--- src/esc_pkg.sv ---
// package for the extended store coupler: widths, parity helpers, states
// assumes both coupler ends and the storage controller end share one clock
package esc_pkg;
    localparam int ESC_DATA_W = 60;
    localparam int ESC_ADDR_W = 24;
    localparam int ESC_CNT_W = 18;
    localparam int ESC_FLAG_W = 6;
    localparam int ESC_REC_WORDS = 8;
    localparam int ESC_WIDX_W = 3;
    localparam logic [ESC_CNT_W-1:0] ESC_CNT_ONE = 18'h00001;
    localparam logic [ESC_ADDR_W-1:0] ESC_ADDR_ONE = 24'h000001;
    localparam logic ESC_PAR_REGEN = 1'b0;

    typedef enum logic [2:0] {
        ESC_IDLE = 3'b000,
        ESC_REQ = 3'b001,
        ESC_MOVE = 3'b010,
        ESC_DONE = 3'b011,
        ESC_ERR = 3'b100,
        ESC_FLAG = 3'b101
    } esc_state_t;

    // odd parity throughout the coupler
    function automatic logic esc_par_addr(input logic [ESC_ADDR_W-1:0] v);
        esc_par_addr = ~(^v);
    endfunction : esc_par_addr

    function automatic logic esc_par_cnt(input logic [ESC_CNT_W-1:0] v);
        esc_par_cnt = ~(^v);
    endfunction : esc_par_cnt

    function automatic logic esc_par_data(input logic [ESC_DATA_W-1:0] v);
        esc_par_data = ~(^v);
    endfunction : esc_par_data
endpackage : esc_pkg

--- src/esc_link_if.sv ---
// interface between coupler and storage controller end
// assumes a single shared clock; no tristate on this link
`timescale 1ns/1ns
interface esc_link_if;
    import esc_pkg::*;
    logic req;
    logic wr;
    logic flag;
    logic [ESC_FLAG_W-1:0] flag_fn;
    logic [ESC_ADDR_W-1:0] addr;
    logic addr_par;
    logic [ESC_DATA_W-1:0] wdata;
    logic wpar;
    logic wvalid;
    logic [ESC_DATA_W-1:0] rdata;
    logic rpar;
    logic rvalid;
    logic accept;
    logic err;

    modport coupler (
        output req, wr, flag, flag_fn, addr, addr_par, wdata, wpar, wvalid,
        input rdata, rpar, rvalid, accept, err
    );
    modport store (
        input req, wr, flag, flag_fn, addr, addr_par, wdata, wpar, wvalid,
        output rdata, rpar, rvalid, accept, err
    );
endinterface : esc_link_if

--- src/esc_word_ctr.sv ---
// word and address advance unit used by the coupler
// assumes clear and step never both asserted by caller with intent to keep
`timescale 1ns/1ns
module esc_word_ctr
    import esc_pkg::*;
(
    input wire logic clk,
    input wire logic arst_n,
    input wire logic load,
    input wire logic step,
    input wire logic [ESC_ADDR_W-1:0] addr_in,
    input wire logic [ESC_CNT_W-1:0] cnt_in,
    output logic [ESC_ADDR_W-1:0] addr,
    output logic [ESC_CNT_W-1:0] moved,
    output logic at_count
);
    typedef struct packed {
        logic [ESC_ADDR_W-1:0] addr;
        logic [ESC_CNT_W-1:0] moved;
        logic [ESC_CNT_W-1:0] want;
    } esc_ctr_t;

    esc_ctr_t st_r;
    esc_ctr_t st_nxt;

    always_comb begin
        st_nxt = st_r;
        if (load) begin
            st_nxt.addr = addr_in;
            st_nxt.moved = '0;
            st_nxt.want = cnt_in;
        end else if (step) begin
            st_nxt.addr = st_r.addr + ESC_ADDR_ONE;
            st_nxt.moved = st_r.moved + ESC_CNT_ONE;
        end
    end

    always_ff @(posedge clk or negedge arst_n) begin
        if (!arst_n) begin
            st_r <= '0;
        end else begin
            st_r <= st_nxt;
        end
    end

    assign addr = st_r.addr;
    assign moved = st_r.moved;
    assign at_count = (st_r.moved == st_r.want);
endmodule : esc_word_ctr

--- src/esc_coupler.sv ---
// coupler end: processor command, memory controller word port, storage link
// assumes memory controller answers each bank initiate with a strobe later
`timescale 1ns/1ns
module esc_coupler
    import esc_pkg::*;
(
    input wire logic clk,
    input wire logic arst_n,
    input wire logic cp_start,
    input wire logic cp_wr,
    input wire logic cp_flag,
    input wire logic [ESC_FLAG_W-1:0] cp_flag_fn,
    input wire logic [ESC_ADDR_W-1:0] cp_addr,
    input wire logic cp_addr_par,
    input wire logic [ESC_CNT_W-1:0] cp_cnt,
    input wire logic cp_cnt_par,
    input wire logic [ESC_DATA_W-1:0] mmc_wdata,
    input wire logic mmc_wpar,
    input wire logic mmc_wvalid,
    input wire logic mmc_rtaken,
    output logic busy,
    output logic end_xfer,
    output logic err_xfer,
    output logic cont_req,
    output logic bank_init,
    output logic [ESC_DATA_W-1:0] mmc_rdata,
    output logic mmc_rpar,
    output logic mmc_rvalid,
    esc_link_if.coupler lnk
);
    typedef struct packed {
        esc_state_t state;
        logic wr;
        logic req;
        logic flag;
        logic [ESC_FLAG_W-1:0] flag_fn;
        logic [ESC_ADDR_W-1:0] addr;
        logic addr_par;
        logic [ESC_DATA_W-1:0] wdata;
        logic wpar;
        logic wvalid;
        logic [ESC_DATA_W-1:0] rdata;
        logic rpar;
        logic rvalid;
        logic cont;
        logic binit;
        logic wait_w;
        logic done;
        logic err;
        logic busy;
    } esc_cpl_t;

    esc_cpl_t st_r;
    esc_cpl_t st_nxt;
    logic ld;
    logic stp;
    logic [ESC_ADDR_W-1:0] cur_addr;
    logic at_cnt;
    logic par_bad;
    logic addr_bad;
    logic cnt_bad;

    ////////////////////////////////////////////////////////////////////////
    assign addr_bad = (esc_par_addr(cp_addr) != cp_addr_par);
    assign cnt_bad = (esc_par_cnt(cp_cnt) != cp_cnt_par);
    assign par_bad = addr_bad | cnt_bad;

    // moved count unused here; the compare lives in the counter
    esc_word_ctr esc_word_ctr_inst (
        .clk(clk),
        .arst_n(arst_n),
        .load(ld),
        .step(stp),
        .addr_in(cp_addr),
        .cnt_in(cp_cnt),
        .addr(cur_addr),
        .moved(),
        .at_count(at_cnt)
    );

    ////////////////////////////////////////////////////////////////////////
    always_comb begin
        st_nxt = st_r;
        ld = 1'b0;
        stp = 1'b0;
        st_nxt.binit = 1'b0;
        st_nxt.done = 1'b0;
        st_nxt.err = 1'b0;
        st_nxt.wvalid = 1'b0;
        if (mmc_rtaken) begin
            st_nxt.rvalid = 1'b0;
        end
        case (st_r.state)
            ESC_IDLE: begin
                // only idle takes a start; a start while busy is dropped
                st_nxt.req = 1'b0;
                st_nxt.cont = 1'b0;
                st_nxt.flag = 1'b0;
                if (cp_start && par_bad) begin
                    st_nxt.err = 1'b1;
                end else if (cp_start && cp_flag) begin
                    st_nxt.flag = 1'b1;
                    st_nxt.flag_fn = cp_flag_fn;
                    st_nxt.state = ESC_FLAG;
                end else if (cp_start) begin
                    ld = 1'b1;
                    st_nxt.wr = cp_wr;
                    st_nxt.state = ESC_REQ;
                end
            end
            ESC_FLAG: begin
                if (lnk.err) begin
                    st_nxt.err = 1'b1;
                    st_nxt.state = ESC_IDLE;
                end else if (lnk.accept) begin
                    st_nxt.flag = 1'b0;
                    st_nxt.done = 1'b1;
                    st_nxt.state = ESC_IDLE;
                end
            end
            ESC_REQ: begin
                st_nxt.addr = cur_addr;
                st_nxt.addr_par = esc_par_addr(cur_addr);
                if (at_cnt) begin
                    // count reached: no more bank initiates
                    st_nxt.req = 1'b0;
                    st_nxt.cont = 1'b0;
                    st_nxt.state = ESC_DONE;
                end else begin
                    st_nxt.req = 1'b1;
                    st_nxt.cont = 1'b1;
                    st_nxt.binit = 1'b1;
                    st_nxt.wait_w = 1'b1;
                    st_nxt.state = ESC_MOVE;
                end
            end
            ESC_MOVE: begin
                // drop the request at once; no word counts after an error
                if (lnk.err) begin
                    st_nxt.req = 1'b0;
                    st_nxt.cont = 1'b0;
                    st_nxt.state = ESC_ERR;
                end else if (st_r.wr && st_r.wait_w && mmc_wvalid) begin
                    st_nxt.wdata = mmc_wdata;
                    st_nxt.wpar = mmc_wpar;
                    st_nxt.wvalid = 1'b1;
                    st_nxt.wait_w = 1'b0;
                end else if (!st_r.wr && lnk.rvalid && !st_r.rvalid) begin
                    // a read word waits while memory still holds the last one
                    st_nxt.rdata = lnk.rdata;
                    st_nxt.rpar = lnk.rpar;
                    st_nxt.rvalid = 1'b1;
                    stp = 1'b1;
                    st_nxt.req = 1'b0;
                    st_nxt.state = ESC_REQ;
                end else if (st_r.wr && !st_r.wait_w && lnk.accept) begin
                    stp = 1'b1;
                    st_nxt.req = 1'b0;
                    st_nxt.state = ESC_REQ;
                end
            end
            ESC_DONE: begin
                // end pulse only on the clean path
                st_nxt.done = 1'b1;
                st_nxt.state = ESC_IDLE;
            end
            ESC_ERR: begin
                // error path raises no end pulse
                st_nxt.err = 1'b1;
                st_nxt.state = ESC_IDLE;
            end
            default: begin
                st_nxt.state = ESC_IDLE;
            end
        endcase
        // busy from a flop so the processor never sees a decode glitch
        st_nxt.busy = (st_nxt.state != ESC_IDLE);
    end

    ////////////////////////////////////////////////////////////////////////
    always_ff @(posedge clk or negedge arst_n) begin
        if (!arst_n) begin
            st_r <= '0;
        end else begin
            st_r <= st_nxt;
        end
    end

    ////////////////////////////////////////////////////////////////////////
    // all outputs straight from the state flops
    assign busy = st_r.busy;
    assign end_xfer = st_r.done;
    assign err_xfer = st_r.err;
    assign cont_req = st_r.cont;
    assign bank_init = st_r.binit;
    assign mmc_rdata = st_r.rdata;
    assign mmc_rpar = st_r.rpar;
    assign mmc_rvalid = st_r.rvalid;
    assign lnk.req = st_r.req;
    assign lnk.wr = st_r.wr;
    assign lnk.flag = st_r.flag;
    assign lnk.flag_fn = st_r.flag_fn;
    assign lnk.addr = st_r.addr;
    assign lnk.addr_par = st_r.addr_par;
    assign lnk.wdata = st_r.wdata;
    assign lnk.wpar = st_r.wpar;
    assign lnk.wvalid = st_r.wvalid;
endmodule : esc_coupler

--- src/flat_wrapper.sv ---
// flat-port wrapper written by rule: the top's interface ports become plain ports
module esc_coupler_flat import esc_pkg::*;
  (clk, arst_n, cp_start, cp_wr, cp_flag, cp_flag_fn, cp_addr, cp_addr_par, cp_cnt, cp_cnt_par, mmc_wdata, mmc_wpar, mmc_wvalid, mmc_rtaken, busy, end_xfer, err_xfer, cont_req, bank_init, mmc_rdata, mmc_rpar, mmc_rvalid, lnk_req, lnk_wr, lnk_flag, lnk_flag_fn, lnk_addr, lnk_addr_par, lnk_wdata, lnk_wpar, lnk_wvalid, lnk_rdata, lnk_rpar, lnk_rvalid, lnk_accept, lnk_err);
  esc_link_if lnk_i ();
  input wire logic clk;
  input wire logic arst_n;
  input wire logic cp_start;
  input wire logic cp_wr;
  input wire logic cp_flag;
  input wire logic [ESC_FLAG_W-1:0] cp_flag_fn;
  input wire logic [ESC_ADDR_W-1:0] cp_addr;
  input wire logic cp_addr_par;
  input wire logic [ESC_CNT_W-1:0] cp_cnt;
  input wire logic cp_cnt_par;
  input wire logic [ESC_DATA_W-1:0] mmc_wdata;
  input wire logic mmc_wpar;
  input wire logic mmc_wvalid;
  input wire logic mmc_rtaken;
  output logic busy;
  output logic end_xfer;
  output logic err_xfer;
  output logic cont_req;
  output logic bank_init;
  output logic [ESC_DATA_W-1:0] mmc_rdata;
  output logic mmc_rpar;
  output logic mmc_rvalid;
  output wire logic [$bits(lnk_i.req)-1:0] lnk_req;
  output wire logic [$bits(lnk_i.wr)-1:0] lnk_wr;
  output wire logic [$bits(lnk_i.flag)-1:0] lnk_flag;
  output wire logic [$bits(lnk_i.flag_fn)-1:0] lnk_flag_fn;
  output wire logic [$bits(lnk_i.addr)-1:0] lnk_addr;
  output wire logic [$bits(lnk_i.addr_par)-1:0] lnk_addr_par;
  output wire logic [$bits(lnk_i.wdata)-1:0] lnk_wdata;
  output wire logic [$bits(lnk_i.wpar)-1:0] lnk_wpar;
  output wire logic [$bits(lnk_i.wvalid)-1:0] lnk_wvalid;
  input wire logic [$bits(lnk_i.rdata)-1:0] lnk_rdata;
  input wire logic [$bits(lnk_i.rpar)-1:0] lnk_rpar;
  input wire logic [$bits(lnk_i.rvalid)-1:0] lnk_rvalid;
  input wire logic [$bits(lnk_i.accept)-1:0] lnk_accept;
  input wire logic [$bits(lnk_i.err)-1:0] lnk_err;
  assign lnk_req = lnk_i.req;
  assign lnk_wr = lnk_i.wr;
  assign lnk_flag = lnk_i.flag;
  assign lnk_flag_fn = lnk_i.flag_fn;
  assign lnk_addr = lnk_i.addr;
  assign lnk_addr_par = lnk_i.addr_par;
  assign lnk_wdata = lnk_i.wdata;
  assign lnk_wpar = lnk_i.wpar;
  assign lnk_wvalid = lnk_i.wvalid;
  assign lnk_i.rdata = lnk_rdata;
  assign lnk_i.rpar = lnk_rpar;
  assign lnk_i.rvalid = lnk_rvalid;
  assign lnk_i.accept = lnk_accept;
  assign lnk_i.err = lnk_err;
  esc_coupler u_core (.clk(clk), .arst_n(arst_n), .cp_start(cp_start), .cp_wr(cp_wr), .cp_flag(cp_flag), .cp_flag_fn(cp_flag_fn), .cp_addr(cp_addr), .cp_addr_par(cp_addr_par), .cp_cnt(cp_cnt), .cp_cnt_par(cp_cnt_par), .mmc_wdata(mmc_wdata), .mmc_wpar(mmc_wpar), .mmc_wvalid(mmc_wvalid), .mmc_rtaken(mmc_rtaken), .busy(busy), .end_xfer(end_xfer), .err_xfer(err_xfer), .cont_req(cont_req), .bank_init(bank_init), .mmc_rdata(mmc_rdata), .mmc_rpar(mmc_rpar), .mmc_rvalid(mmc_rvalid), .lnk(lnk_i));
endmodule
--- config.mk ---
export PLATFORM = sky130hd
export DESIGN_NAME = esc_coupler_flat
export DESIGN_NICKNAME = d
export VERILOG_FILES = /design/src/esc_pkg.sv /design/src/esc_link_if.sv /design/src/esc_word_ctr.sv /design/src/esc_coupler.sv /design/src/flat_wrapper.sv
export SDC_FILE = /design/constraint.sdc
export NUM_CORES = 1
export LEC_CHECK = 0
export BUFFER_PORTS_ARGS = -buffer_cell sky130_fd_sc_hd__buf_2
export CORE_MARGIN = 8
export CORE_UTILIZATION = 45
export DETAILED_ROUTE_END_ITERATION = 10
export PLACE_DENSITY = 0.71
export SYNTH_ARGS = -nofsm -noshare
export SYNTH_HDL_FRONTEND = slang
export SYNTH_HIERARCHICAL = 1
export SYNTH_SLANG_ARGS = --single-unit
--- constraint.sdc ---
create_clock -name clk -period 7.65 [get_ports clk]
set_input_delay 0.3825 -clock clk [delete_from_list [all_inputs] [get_ports clk]]
set_output_delay 0.3825 -clock clk [all_outputs]
set_load 0.005 [all_outputs]
==> flow_metrics.py <==
metrics = {
    "clocking": {
        "clockBufferDepth": 3,
        "root_buffer": "clkbuf_16",
        "cts_tree": "yes",
        "h-tree-depth": 1,
        "clk_pin_slew_ns": 0.06,
        "clock_sinks": 227,
        "cts_setup_buffers": 0,
        "cts_buffers": 24,
        "cts_resized": 0,
        "clk_latency_ns": 0.51,
    },
    "cells_and_area": {
        "regArea_sq_um": 5680,
        "nets": 1296,
        "final_cells": 1459,
        "multiInputGateArea_sq_um": 4180,
        "area.growth.synth_to_final_pct": 13.9,
        "layout_common_cells": "343 x buf_2, 227 x dfrtp_1, 173 x mux2_2, 65 x xnor2_1, 38 x nor2_1",
        "layout_commonest_cell": "buf_2",
        "drive_gt1_share_pct": 50.7,
        "n_fill_cell": 2144,
    },
    "floorplanning": {
        "rows": 58,
        "core_area_sq_um": 25000,
        "die_area_sq_um": 30600,
        "dieWidth_microns": 175,
        "die_h_microns": 175,
        "io_pins": 345,
        "start_util_pct": 45.5,
    },
    "timing": {
        "slew_viol_final": 0,
        "maxSlewHeadroom_pct": 33.2,
        "finClkSkew_ns": 0.0128,
        "rsz0062_at_grt": "false",
        "hold_violations": 0,
        "layout_worst_path_cycle_share_pct": 44.8,
        "setup_viol": 0,
        "period_minus_slack_ns": 3.43,
        "worst_slew_pin_slew_ns": 1.00,
        "tns_ns": 0,
        "fmax_mhz": 292,
    },
    "setup_path": {
        "rr_worst_depth": 8,
        "path_class": "reg -> reg",
        "startpoint_type": "register",
        "cp_max_fo": 12,
        "cp-end-kind": "register",
        "cp.arrival_ns": 3.85,
        "critical_path_required_ns": 8.08,
    },
    "synthesis": {
        "syn_inst": 944,
        "synth_nets": 1128,
        "yosys_warnings": 6,
        "synth_area_sq_um": 11400,
        "syn_avg_cell_area_sq_um": 12.0,
    },
    "detailed_routing": {
        "drc": 0,
        "ant_nets": 0,
        "routed_wl_microns": 26900,
        "vias_per_cell": 5.02,
        "vias": 7317,
        "drt_iter0_markers": 561,
        "wire_per_inst_microns": 18.4,
        "drt-pass1-iter-count": 5,
    },
    "hold_path": {
        "hold_depth": 2,
        "hp-class": "in -> reg",
    },
    "power": {
        "seqPwrFrac_pct": 40.8,
        "vdd_drop_max_mv": 0.290,
        "power_density_nw_per_um2": 391,
        "p_comb_share_pct": 34.8,
        "p_leak_nw": 6.42,
        "sw_frac_of_total_pct": 31.6,
        "p_switching_w": 0.00160,
        "p_int_w": 0.00347,
        "pwr-share-clk_pct": 24.4,
    },
    "place": {
        "numPlacedInstances": 1415,
        "hpwl_microns": 20400,
        "gp_congestion": 0.814,
        "port_buffers": 344,
    },
    "global_routing": {
        "grt_pass1_vias": 7555,
        "gr-total-overflow": 0,
        "grt_first_pass_wirelength_microns": 42100,
        "grt_use_total_pct": 16.9,
        "grt_max_degree": 80,
        "antenna_found_initial": 3,
    },
    "flow_run": {
        "maxCapViolCount": 0,
    },
    "status": {
        "outcome": "complete, no violations",
    },
}
==> path summary, 6_finish.rpt <==
check | from | endpoint | slack [ns]
worst max register to register | u_core/st_r[165] | u_core/esc_word_ctr_inst/addr[16] | 4.22
max in group asynchronous | arst_n | u_core/lnk.wdata[12] | 5.79
min in group asynchronous | arst_n | u_core/lnk.addr[14] | 0.40
worst min register to register | u_core/lnk.addr_par | u_core/lnk.addr_par | 0.47
worst max-delay path | u_core/st_r[165] | u_core/esc_word_ctr_inst/addr[16] | 4.22
worst min-delay path | mmc_rtaken | u_core/mmc_rvalid | 0.06
==> layout make-up <==
type	instances	area share, %
flip-flops and latches	227	43.9
multi-input cells	498	32.3
repair buffers	351	13.8
clock buffers	30	5.13
well taps	330	3.19
clock inverters	11	1.41
inverters	10	0.290
diodes	2	0.0387
==> critical path: stages (launching register included) <==
cell and delay (ns):
dfrtp_1 0.46, inv_1 0.17, nor4_1 0.56, nand2b_1 0.22, inv_1 0.41, nand4_2 0.25, or4_1 0.71, or3_1 0.39
a31oi_1 0.17
==> stage by stage <==
stage / total power, W / hold slack [ns] / worst slack, ns / util (%) / instance area [sq um]
after floorplan: 0.00365 / 0.0869 / 4.95 / - / 11400
after global placement: 0.00381 / 0.381 / 4.27 / 48.4 / 12100
after detailed placement: 0.00387 / 0.379 / 4.19 / 48.4 / 12100
after CTS: 0.00515 / 0.0304 / 4.34 / 51.8 / 12900
after global routing: 0.00541 / 0.0461 / 4.00 / 51.9 / 12900
final: 0.00507 / 0.0606 / 4.22 / 51.9 / 12900
==> routing by layer <==
layer | global-route usage, % | vias up | wire (microns)
met1 | 20.5 | 3600 | 11000
li1 | - | 3411 | -
met4 | 4.77 | 2 | 588
met3 | 4.68 | 40 | 2020
met2 | 29.1 | 264 | 13300
met5 | 0 | - | 9
==> power groups by stage <==
stage	registers [W]	clock network, W	logic (W)
floorplan	0.00196	0	0.00169
global placement	0.00206	0	0.00175
detailed placement	0.00209	0	0.00178
CTS	0.00207	0.00128	0.00180
global route	0.00214	0.00133	0.00193
finish	0.00207	0.00124	0.00176
==> what timing repair did <==
| item | 4_1_cts | 5_1_grt |
|---|---|---|
| endpoints found under the hold margin | 70 | 0 |
| hold buffers | 1 | 0 |
| setup endpoints to repair | 0 | 0 |
==> sequential cells by signal, summed over array words and instances (netlist names), 4 cells and up <==
name	count
u_core/lnk.wdata	60
u_core/mmc_rdata	60
u_core/esc_word_ctr_inst/addr	24
u_core/lnk.addr	24
u_core/esc_word_ctr_inst/moved	18
u_core/esc_word_ctr_inst/st_r	18
u_core/lnk.flag_fn	6
u_core/st_r	4
Note: power is estimated with default switching activity, not from simulation.
